$ cat config.mk
export PLATFORM = sky130hd
export DESIGN_NAME = utx_top
export DESIGN_NICKNAME = d
export VERILOG_FILES = /design/src/shared/utx_pkg.sv /design/src/hdl/utx_baud_gen.sv /design/src/hdl/utx_top.sv
export VERILOG_INCLUDE_DIRS = /design/src /design/src/shared
export SDC_FILE = /design/constraint.sdc
export NUM_CORES = 1
export LEC_CHECK = 0
export BUFFER_PORTS_ARGS = -buffer_cell sky130_fd_sc_hd__buf_2
export CAP_MARGIN = 20
export CORE_MARGIN = 8
export CORE_UTILIZATION = 45
export DETAILED_ROUTE_END_ITERATION = 10
export PLACE_DENSITY = 0.65
export SLEW_MARGIN = 20
export SYNTH_ARGS = -nofsm -noshare
export SYNTH_HDL_FRONTEND = slang
export SYNTH_SLANG_ARGS = --single-unit
$ cat constraint.sdc
create_clock -name mclk -period 7.4 [get_ports mclk]
set_input_delay 1.48 -clock mclk [delete_from_list [all_inputs] [get_ports mclk]]
set_output_delay 1.48 -clock mclk [all_outputs]
set_load 0.01 [all_outputs]
$ cat src/shared/utx_map.svh
// Functional notes
// - Frame is start, eight or nine data bits, stop: 10 or 11 bits long.
// - Ninth bit comes from ninth_tx_bit and stays until software rewrites it.
// - One 16-bit modulus counter loaded from baud_divisor makes all baud timing.
// - Divisor bits 15:4 give coarse division, bits 3:0 give fine adjust.
// - Baud clock is sixteen times bit rate; transmitter shifts every 16 ticks.
// - Without infrared, baud tick rate is bus clock over full divisor.
// - Divisor of zero disables the generator; no baud ticks at all.
// - Writing baud_div_high takes effect only when baud_div_low is written.
// - Shift register gets start bit 0 at bottom and stop bit 1 at top.
// - Buffer moves to shifter and empty flag sets 9/16 bit into stop bit.
// - Interrupt request while empty flag and its enable are both set.
// - Reset sets tx_buffer_empty_flag.
// - No new buffered frame starts until the empty flag has been cleared.
// - Rising tx_on sends a preamble of 10 or 11 ones, then buffered data.
// - Parity, odd or even, replaces the top data bit when enabled.
// - Output idles high with no frame (low in infrared mode); clearing tx_on idles the transmitter.
// - Clearing tx_on mid-frame lets the current frame finish first.
// - Toggling tx_on after the last load queues a preamble after that frame.
// - Infrared mode sends a pulse for each zero and nothing for each one.
// - Data register buffers the next character while the shifter sends.
// - Top data bit may be an address marker instead of parity.
// - Break sends all-zero characters while set, then idle ones or, if data waits, the next start bit at once.
`ifndef UTX_MAP_SVH
`define UTX_MAP_SVH
`define UTX_OFF_BAUD_HIGH  12'h000
`define UTX_OFF_BAUD_LOW   12'h004
`define UTX_OFF_CTRL_ONE   12'h008
`define UTX_OFF_CTRL_TWO   12'h00c
`define UTX_OFF_STATUS_ONE 12'h010
`define UTX_OFF_DATA_HIGH  12'h018
`define UTX_OFF_DATA_LOW   12'h01c
`define UTX_C1_PTYPE       0
`define UTX_C1_PEN         1
`define UTX_C1_NINE        4
`define UTX_C1_INFRARED_ENABLE        7
`define UTX_C2_BREAK       0
`define UTX_C2_TXON        3
`define UTX_C2_TIE         7
`define UTX_SR_TC          6
`define UTX_SR_TX_BUFFER_EMPTY_FLAG        7
`define UTX_DH_T8          6
`define UTX_BAUD_RESET     16'h0004
`define UTX_TICKS_PER_BIT  5'h10
`define UTX_LOAD_TICK      4'h9
`define UTX_FRAME_BITS_8   4'ha
`define UTX_FRAME_BITS_9   4'hb
`endif

$ cat src/shared/utx_pkg.sv
package utx_pkg;
   typedef enum logic [1:0] {
      UTX_IDLE     = 2'b00,
      UTX_PREAMBLE = 2'b01,
      UTX_FRAME    = 2'b11,
      UTX_BREAK    = 2'b10
   } utx_state_t;
endpackage

$ cat src/hdl/utx_baud_gen.sv
`include "utx_map.svh"
module utx_baud_gen (
   // Clock and reset
   input  wire logic        mclk,
   input  wire logic        reset,
   // Divisor
   input  wire logic [15:0] divisor,
   // Tick output
   output logic             tick
);
   import utx_pkg::*;

   logic [15:0] cnt_q;
   logic [15:0] cnt_d;
   wire         running = (divisor != 16'h0000);
   // Coarse bits and fine bits together set a period of exactly divisor cycles.
   wire         at_end  = running && (cnt_q >= divisor - 16'h0001);

   assign cnt_d = (!running || at_end) ? 16'h0000 : cnt_q + 16'h0001;

   always_ff @(posedge mclk) begin
      if (reset) begin
         cnt_q <= 16'h0000;
         tick  <= 1'b0;
      end else begin
         cnt_q <= cnt_d;
         tick  <= at_end;
      end
   end
endmodule

$ cat src/hdl/utx_top.sv
`include "utx_map.svh"
module utx_top (
   // Clock and reset
   input  wire logic        mclk,
   input  wire logic        reset,
   // APB slave
   input  wire logic        psel,
   input  wire logic        penable,
   input  wire logic        pwrite,
   input  wire logic [11:0] paddr,
   input  wire logic [31:0] pwdata,
   output logic [31:0]      prdata,
   output logic             pready,
   output logic             pslverr,
   // Serial side
   output logic             txd,
   output logic             baud_tick,
   output logic             tx_irq
);
   import utx_pkg::*;

   utx_state_t  state_q;
   utx_state_t  state_d;
   logic [15:0] baud_q;
   logic [7:0]  baud_high_pend_q;
   logic [7:0]  ctrl_one_q;
   logic [7:0]  ctrl_two_q;
   logic [7:0]  data_low_q;
   logic        ninth_tx_bit_q;
   logic        tx_buffer_empty_flag_q;
   logic        tc_q;
   logic        armed_q;
   logic        pend_pre_q;
   logic        txon_prev_q;
   logic [11:0] shift_q;
   logic [3:0]  bits_left_q;
   logic [3:0]  sub_q;
   logic        ir_pulse_q;
   logic        txd_q;

   function automatic logic sel(input logic [11:0] off);
      sel = (paddr == off);
   endfunction

   wire        acc       = psel && penable;
   wire        wr        = acc && pwrite;
   wire        rd        = acc && !pwrite;
   wire        hit       = sel(`UTX_OFF_BAUD_HIGH) || sel(`UTX_OFF_BAUD_LOW) || sel(`UTX_OFF_CTRL_ONE)
                           || sel(`UTX_OFF_CTRL_TWO) || sel(`UTX_OFF_STATUS_ONE) || sel(`UTX_OFF_DATA_HIGH)
                           || sel(`UTX_OFF_DATA_LOW);
   wire        wr_bdh    = wr && sel(`UTX_OFF_BAUD_HIGH);
   wire        wr_bdl    = wr && sel(`UTX_OFF_BAUD_LOW);
   wire        wr_c1     = wr && sel(`UTX_OFF_CTRL_ONE);
   wire        wr_c2     = wr && sel(`UTX_OFF_CTRL_TWO);
   wire        wr_dh     = wr && sel(`UTX_OFF_DATA_HIGH);
   wire        wr_dl     = wr && sel(`UTX_OFF_DATA_LOW);
   wire        rd_sr     = rd && sel(`UTX_OFF_STATUS_ONE);

   wire        nine      = ctrl_one_q[`UTX_C1_NINE];
   wire        par_en    = ctrl_one_q[`UTX_C1_PEN];
   wire        par_odd   = ctrl_one_q[`UTX_C1_PTYPE];
   wire        ir_en     = ctrl_one_q[`UTX_C1_INFRARED_ENABLE];
   wire        tx_on     = ctrl_two_q[`UTX_C2_TXON];
   wire        brk       = ctrl_two_q[`UTX_C2_BREAK];
   wire        tx_empty_irq_enable       = ctrl_two_q[`UTX_C2_TIE];
   wire [3:0]  frame_len = nine ? `UTX_FRAME_BITS_9 : `UTX_FRAME_BITS_8;

   // Bit timing: each bit lasts 16 ticks, the last bit ends the frame.
   wire        tick      = baud_tick;
   wire        bit_end   = tick && (sub_q == 4'hf);
   wire        busy      = (state_q != UTX_IDLE);
   wire        last_bit  = busy && (bits_left_q == 4'h1);
   // The next load happens 9 ticks into the final bit, which for a frame is the stop bit.
   wire        load_pt   = last_bit && tick && (sub_q == (`UTX_LOAD_TICK - 4'h1));
   wire        data_rdy  = !tx_buffer_empty_flag_q;
   wire        rise_on   = tx_on && !txon_prev_q;
   // An idle shifter starts only on a baud tick, so every line change lines up with the bit grid.
   wire        idle_go   = !busy && tick;

   // Parity of the data bits that precede the parity position.
   wire        par_even  = nine ? ^{data_low_q} : ^{data_low_q[6:0]};
   wire        par_bit   = par_even ^ par_odd;
   wire [8:0]  payload   = nine ? {par_en ? par_bit : ninth_tx_bit_q, data_low_q}
                                : {1'b1, par_en ? par_bit : data_low_q[7], data_low_q[6:0]};
   // For eight-bit frames bit 9 is the stop bit and bit 10 is padding that never shifts out.
   wire [10:0] frame_w   = nine ? {1'b1, payload, 1'b0} : {1'b1, 1'b1, payload[7:0], 1'b0};

   // Decide what the shifter holds next when it is free or about to be.
   logic       start_pre;
   logic       start_brk;
   logic       start_dat;
   always_comb begin
      start_pre = 1'b0;
      start_brk = 1'b0;
      start_dat = 1'b0;
      state_d   = state_q;
      if (!busy || load_pt || (busy && bit_end && last_bit && !tx_on)) begin
         if (tx_on && (pend_pre_q || rise_on)) begin
            start_pre = idle_go || load_pt;
         end else if (tx_on && brk) begin
            start_brk = idle_go || load_pt;
         end else if (tx_on && data_rdy && armed_go_q) begin
            start_dat = idle_go || load_pt;
         end
      end
      if (start_pre) begin
         state_d = UTX_PREAMBLE;
      end else if (start_brk) begin
         state_d = UTX_BREAK;
      end else if (start_dat) begin
         state_d = UTX_FRAME;
      end else if (busy && bit_end && last_bit) begin
         state_d = UTX_IDLE;
      end
   end

   wire        load      = start_pre || start_brk || start_dat;
   wire [11:0] next_w    = start_dat ? {1'b1, frame_w} : (start_brk ? 12'h000 : 12'hfff);

   // A frame already in the shifter always completes, even after tx_on is cleared.
   always_ff @(posedge mclk) begin
      if (reset) begin
         state_q     <= UTX_IDLE;
         shift_q     <= 12'hfff;
         bits_left_q <= 4'h0;
         sub_q       <= 4'h0;
         txd_q       <= 1'b1;
      end else begin
         state_q <= state_d;
         if (load && busy) begin
            // The stop bit in flight keeps its full length; the new frame follows when it ends.
            shift_q     <= {next_w[10:0], 1'b1};
            bits_left_q <= frame_len + 4'h1;
            sub_q       <= sub_q + 4'h1;
         end else if (load) begin
            shift_q     <= next_w;
            bits_left_q <= frame_len;
            sub_q       <= 4'h0;
            txd_q       <= next_w[0];
         end else if (busy && tick) begin
            sub_q <= sub_q + 4'h1;
            if (bit_end) begin
               shift_q     <= {1'b1, shift_q[11:1]};
               bits_left_q <= bits_left_q - 4'h1;
               txd_q       <= last_bit ? 1'b1 : shift_q[1];
            end
         end else if (!busy) begin
            txd_q <= 1'b1;
         end
      end
   end

   // A zero bit gives a pulse in the middle of the bit, three ticks wide.
   always_ff @(posedge mclk) begin
      if (reset) begin
         ir_pulse_q <= 1'b0;
      end else begin
         ir_pulse_q <= busy && !txd_q && (sub_q >= 4'h7) && (sub_q <= 4'h9);
      end
   end
   assign txd = ir_en ? ir_pulse_q : txd_q;

   // Flags and control state.
   always_ff @(posedge mclk) begin
      if (reset) begin
         tx_buffer_empty_flag_q      <= 1'b1;
         tc_q        <= 1'b1;
         armed_q     <= 1'b0;
         pend_pre_q  <= 1'b0;
         txon_prev_q <= 1'b0;
      end else begin
         txon_prev_q <= tx_on;
         if (start_pre) begin
            pend_pre_q <= 1'b0;
         end else if (rise_on) begin
            pend_pre_q <= 1'b1;
         end
         // Setting the flag on a load outranks the clear from a data write in the same cycle.
         if (start_dat) begin
            tx_buffer_empty_flag_q <= 1'b1;
         end else if (wr_dl && armed_q) begin
            tx_buffer_empty_flag_q <= 1'b0;
         end
         if (start_dat || wr_dl) begin
            armed_q <= 1'b0;
         end else if (rd_sr && tx_buffer_empty_flag_q) begin
            armed_q <= 1'b1;
         end
         if (load) begin
            tc_q <= 1'b0;
         end else if (!busy) begin
            tc_q <= 1'b1;
         end
      end
   end

   // Armed marks the status read; a data write then arms the shifter.
   logic armed_go_q;
   always_ff @(posedge mclk) begin
      if (reset) begin
         armed_go_q <= 1'b0;
      end else begin
         armed_go_q <= (wr_dl && armed_q) ? 1'b1 : (start_dat ? 1'b0 : armed_go_q);
      end
   end

   // Registers written by software.
   always_ff @(posedge mclk) begin
      if (reset) begin
         baud_q           <= `UTX_BAUD_RESET;
         baud_high_pend_q <= 8'h00;
         ctrl_one_q       <= 8'h00;
         ctrl_two_q       <= 8'h00;
         data_low_q       <= 8'h00;
         ninth_tx_bit_q   <= 1'b0;
      end else begin
         if (wr_bdh) begin
            baud_high_pend_q <= pwdata[7:0];
         end
         if (wr_bdl) begin
            baud_q <= {baud_high_pend_q, pwdata[7:0]};
         end
         if (wr_c1) begin
            ctrl_one_q <= pwdata[7:0];
         end
         if (wr_c2) begin
            ctrl_two_q <= pwdata[7:0];
         end
         if (wr_dh) begin
            ninth_tx_bit_q <= pwdata[`UTX_DH_T8];
         end
         if (wr_dl) begin
            data_low_q <= pwdata[7:0];
         end
      end
   end

   // Read data is registered during the setup cycle so it meets the zero-wait answer.
   logic [7:0] rd_mux;
   assign rd_mux = sel(`UTX_OFF_BAUD_HIGH)  ? baud_q[15:8] :
                   sel(`UTX_OFF_BAUD_LOW)   ? baud_q[7:0] :
                   sel(`UTX_OFF_CTRL_ONE)   ? ctrl_one_q :
                   sel(`UTX_OFF_CTRL_TWO)   ? ctrl_two_q :
                   sel(`UTX_OFF_STATUS_ONE) ? {tx_buffer_empty_flag_q, tc_q, 6'h00} :
                   sel(`UTX_OFF_DATA_HIGH)  ? {1'b0, ninth_tx_bit_q, 6'h00} :
                   8'h00;

   logic ready_q;
   always_ff @(posedge mclk) begin
      if (reset) begin
         ready_q <= 1'b0;
         prdata  <= 32'h0000_0000;
      end else begin
         ready_q <= psel && !penable;
         if (psel && !penable && !pwrite) begin
            prdata <= {24'h00_0000, rd_mux};
         end
      end
   end
   assign pready  = ready_q;
   assign pslverr = pready && !hit;

   assign tx_irq = tx_buffer_empty_flag_q && tx_empty_irq_enable;

   utx_baud_gen u_baud (
      .mclk    (mclk),
      .reset   (reset),
      .divisor (baud_q),
      .tick    (baud_tick)
   );

endmodule

==> results of run 1 <==
==> layer usage <==
layer / up-vias / GRT usage, % / wire (um) / share of wire, %
met5: - / 0 / 0 / 0
met2: 150 / 27.9 / 6630 / 45
met3: 14 / 4.53 / 968 / 6.6
met1: 2429 / 23.8 / 6820 / 47
met4: 0 / 4.78 / 180 / 1.2
li1: 2519 / - / - / -
==> cell usage after synthesis, drive strengths merged, types with 12 or more instances <==
master | instances | share of area, %
buf | 29 | 3.8
nand2 | 107 | 6.9
clkbuf | 37 | 2.4
nor2 | 53 | 3.4
o21ai | 12 | 1.0
dfxtp | 104 | 36
nand3 | 43 | 3.7
inv | 15 | 0.97
xnor2 | 30 | 4.5
ha | 24 | 5.2
mux2i | 21 | 3.6
nor3 | 20 | 1.9
a21oi | 77 | 6.6
==> registers in the layout, indices dropped and copies added, names as in the netlist, 2 cells and up <==
signal and count:
baud_q 16, u_baud.cnt_q 16, shift_q 11, baud_high_pend_q 8
ctrl_one_q 8, ctrl_two_q 8, data_low_q 8, prdata 8
bits_left_q 4, sub_q 4, state_q 2
==> worst min path at each step <==
stage / start / to / depth (start not counted) / slack [ps]
after floorplan: ctrl_two_q[4] / ctrl_two_q[4] / 2 / 430
after global placement: ctrl_two_q[5] / ctrl_two_q[5] / 2 / 440
after detailed placement: armed_go_q / armed_go_q / 2 / 450
after CTS: ctrl_two_q[2] / ctrl_two_q[2] / 2 / 450
after global routing: ctrl_two_q[2] / ctrl_two_q[2] / 2 / 470
final: ctrl_two_q[2] / ctrl_two_q[2] / 2 / 450
==> power by group through the flow <==
stage	combinational [mW]	sequential [mW]	clock [mW]
floorplan	0.0732	0.590	0
global placement	0.0920	0.594	0
detailed placement	0.0957	0.594	0
CTS	0.0961	0.581	0.478
global route	0.106	0.583	0.501
finish	0.0957	0.581	0.466
==> kinds of logic (layout without fill, tap and decap cells) <==
kind of cell | count (synthesis) | after routing | share of synthesized area, %
xor gates and xnor gates | 38 | 38 | 5.71
buffers and inverters | 81 | 78 | 7.17
AOI/OAI and AO/OA | 151 | 151 | 16.0
and+or+nand+nor | 290 | 290 | 24.5
adders and majority gates | 24 | 24 | 5.15
DFF | 104 | 104 | 35.7
muxes | 32 | 32 | 5.73
other | 1 | 24 | 0.0644
==> tightest hold or removal path, stage by stage (launching register included) <==
cell	delay [ps]
dfxtp_1	310
nand2_1	50
a21oi_1	50
==> area by class of cell <==
class                           instances  area [um^2]  area share, %
Clock buffer                            9          225           3.57
Clock inverter                          7         61.3          0.971
Inverter                               15         56.3          0.892
Multi-Input combinational cell        559         3410           54.1
Sequential cell                       104         2080           33.0
Tap cell                              172          215           3.41
Timing Repair Buffer                   47          260           4.12
==> stage by stage <==
step	instances	cell area, um^2
2_1_floorplan	744	5910
3_3_place_gp	895	6010
3_5_place_dp	896	6020
4_1_cts	912	6310
5_1_grt	913	6310
6_report	913	6310
==> metrics.yaml, run 1 <==
worst_setup_path:
  cp-start-kind: "primary input"
  path_cells: "buf_2 -> or4_4 -> or4_4 -> o21a_1 -> buf_2"
  path_class: "in2out"
  cp_max_fo: 6
  cp.arrival_ps: 3050
  reg2reg_slack_ps: 3960
  cp_slowest_cell: "or4_4"
  crit_family: "simple AND/OR/NAND/NOR gates"
  crit_path_end: "pslverr"
  cp_slowest_stage_delay_ps: 570
  reg2reg_to: "u_baud.tick"
  critPathLaunch: "paddr[9]"
  path_buf_inv: 2
  r2r_start: "baud_q[2]"
  ff2ff_path_depth: 13
  cp.depth: 5
  required_ps: 5920
  crit_path_end_kind: "primary output"
synthesis:
  synthFlopType: "dfxtp_1"
  syn-instance-count: 721
  synth_edf_count: 0
  synth_area_um2: 5830
  synth_seq_cells: 104
  yosysSeqAreaShare_pct: 35.7
  ys.warnings.count: 0
  avgSynthCellArea_um2: 8.08
  yosys.cell_types.count: 63
  async_reset_ff_share_pct: 0
power:
  clkPwrFrac_pct: 40.7
  p_int_mw: 0.837
  power_frac_seq_pct: 50.9
  leakage_nw: 2.20
  p_switching_mw: 0.306
  pwr-share-comb_pct: 8.4
  power_per_cell_area_nw_per_um2: 181
  power_mw: 1.14
  p_sw_share_pct: 26.7
  vdd.ir_drop.worst_mv: 0.158
flow_run:
  maxCapViolations: 0
clock_network:
  cts_setup_buffers: 0
  cts_hold_buf: 0
  ctsResizeCount: 0
  cts.clk_slew.worst_paths_ps: 70
  cts_buffers: 9
  clockBufferDepth: 2
  cts_tree: "built"
  clkLatencyLatePin_ps: 350
  htreeDepth: 3
  cts_root_buf: "clkbuf_16"
  cts_sinks: 104
global_routing:
  grt_pass1_wl_mm: 24.0
  grt_pass1_vias: 4822
  grt_max_degree: 68
  antenna_found_initial: 0
  track_usage_pct: 17.8
  grt.overflow.total: 0
timing:
  fin_crit_sh_pct: 61.2
  whs_ps: 454
  hold_violations: 0
  rsz0062_at_grt: "false"
  slew_viol_final: 0
  fin_ws_ps: 2870
  tns_ps: 0
  skew_ps: 11.6
  max_freq_mhz: 221
  max-slew-margin-rel_pct: 41.3
  tightest_slew_ps: 877
  finalSetupViolations: 0
  finalCriticalPeriod_ps: 4530
die:
  pin_count: 86
  die_width_um: 130
  start_util_pct: 46.2
  fp.dieH_um: 130
  core_area_um2: 12600
  die_area_um2: 16800
  rows: 41
layout:
  most-common-layout-cells: "nand2_1 (107), dfxtp_1 (104), a21oi_1 (77), nor2_1 (53), nand3_1 (43)"
  diodes: 0
  area_growth_pct: 8.35
  final_nets: 809
  fillers: 1233
  mostFrequentLayoutCell: "nand2_1"
  drive_above_1_share_pct: 11.6
  utilization_pct: 50.0
detailed_routing:
  drc: 0
  drtIter0Drc: 400
  wire_per_inst_um: 16.0
  antenna_left: 0
  first_pass_iters: 5
  vias: 5112
  totalWireLength_mm: 14.6
  vias_per_cell: 5.60
place:
  gp_congestion: 0.831
  pre_cts_ws_ps: 2870
  portBuffers: 37
  dp.final_hpwl_mm: 10.7
hold_path:
  hold_class: "reg2reg"
run_status:
  outcome: "complete, no violations"
No activity file was read; power rests on OpenSTA's default activity.
==> inputs of run 2 (changes only) <==
==> constraint.sdc (replaced) <==
create_clock -name mclk -period 4.5 [get_ports mclk]
set_input_delay 0.9 -clock mclk [delete_from_list [all_inputs] [get_ports mclk]]
set_output_delay 0.9 -clock mclk [all_outputs]
set_load 0.01 [all_outputs]
==> metrics.yaml, run 2 (synthesis gave the netlist of run 1 again) <==
timing:
  max-slew-margin-rel_pct: 44.4
  rsz0062_at_grt: "false"
  hold_violations: 0
  tightest_slew_ps: 830
  finalCriticalPeriod_ps: 3380
  skew_ps: 8.38
  slew_viol_final: 0
  whs_ps: 457
  max_freq_mhz: 296
  finalSetupViolations: 0
  fin_ws_ps: 1120
  tns_ps: 0
  fin_crit_sh_pct: 75.0
worst_setup_path:
  path_class: "in2out"
  cp-start-kind: "primary input"
  crit_family: "simple AND/OR/NAND/NOR gates"
  cp.arrival_ps: 2480
  path_cells: "buf_2 -> or4_4 -> or4_4 -> o21a_1 -> buf_2"
  cp_slowest_stage_delay_ps: 570
  required_ps: 3600
  cp_max_fo: 6
  path_buf_inv: 2
  cp_slowest_cell: "or4_4"
  crit_path_end_kind: "primary output"
flow_run:
  maxCapViolations: 0
place:
  pre_cts_ws_ps: 1000
  dp.cells: 898
  gp_congestion: 0.842
  dp.final_hpwl_mm: 10.4
  portBuffers: 37
layout:
  utilization_pct: 50.2
  fillers: 1241
  seq_area_um2: 2080
  final_nets: 811
  mostFrequentLayoutCell: "nand2_1"
  reg.largest.list: "baud_q (16), u_baud.cnt_q (16), shift_q (11)"
  final_cells: 915
  multi_input_area_um2: 3410
  most-common-layout-cells: "nand2_1 (107), dfxtp_1 (104), a21oi_1 (77), nor2_1 (53), nand3_1 (43)"
  drive_above_1_share_pct: 11.6
  area_growth_pct: 8.80
  diodes: 0
detailed_routing:
  wire_per_inst_um: 15.7
  drtIter0Drc: 437
  vias_per_cell: 5.60
  totalWireLength_mm: 14.3
  vias: 5121
  antenna_left: 0
  first_pass_iters: 6
  drc: 0
clock_network:
  ctsResizeCount: 0
  cts_sinks: 104
  cts_setup_buffers: 0
  htreeDepth: 3
  cts.clk_slew.worst_paths_ps: 70
  cts_hold_buf: 0
  cts_tree: "built"
  clkLatencyLatePin_ps: 360
  cts_root_buf: "clkbuf_16"
  cts_buffers: 9
  clockBufferDepth: 2
global_routing:
  grt_pass1_wl_mm: 23.6
  antenna_found_initial: 0
  grt.overflow.total: 0
  grt_pass1_vias: 4749
  track_usage_pct: 17.5
  grt_max_degree: 68
power:
  leakage_nw: 2.21
  vdd.ir_drop.worst_mv: 0.221
  power_per_cell_area_nw_per_um2: 302
run_status:
  outcome: "complete, no violations"
die:
  fp.dieH_um: 130
  die_width_um: 130
  die_area_um2: 16800
  start_util_pct: 46.2
  pin_count: 86
  rows: 41
  core_area_um2: 12600
hold_path:
  hold_class: "reg2reg"
run 2: tightest hold or removal path, delay by kind of cell (launching register included):
family,cells,cell delay (ps)
AO/OA/AOI/OAI,1,50
AND/OR/NAND/NOR,1,50
flip-flops,1,310
run 2: layout make-up:
type / instances / area share, %
Clock inverter: 5 / 1.03
Multi-Input combinational cell: 559 / 53.8
Sequential cell: 104 / 32.8
Tap cell: 172 / 3.39
Timing Repair Buffer: 49 / 4.34
Clock buffer: 11 / 3.67
Inverter: 15 / 0.888
run 2: final timing paths:
kind / startpoint / endpoint / slack (ps) / cells after the start
max: paddr[9] / pslverr / 1120 / 5
min: baud_high_pend_q[6] / baud_q[14] / 460 / 2
max reg2reg: baud_q[2] / u_baud.tick / 1370 / 12
min reg2reg: baud_high_pend_q[6] / baud_q[14] / 460 / 2
run 2: metal layers:
layer | track usage [%] | routed length (um)
met1 | 23.0 | 6850
met4 | 4.17 | 116
met5 | 0 | 0
met3 | 4.32 | 891
met2 | 28.1 | 6490
run 2: stage by stage:
| stage | power, mW | instance area [um^2] |
|---|---|---|
| global route | 2.00 | 6340 |
| finish | 1.92 | 6340 |
| floorplan | 1.09 | 5910 |
| global placement | 1.13 | 6030 |
| CTS | 1.94 | 6330 |
| detailed placement | 1.14 | 6030 |
run 2: power breakdown:
part | switching (mW) | leakage, nW | internal (mW)
clock | 0.367 | 0.138 | 0.438
sequential | 0.0214 | 0.839 | 0.935
combinational | 0.102 | 1.23 | 0.0549
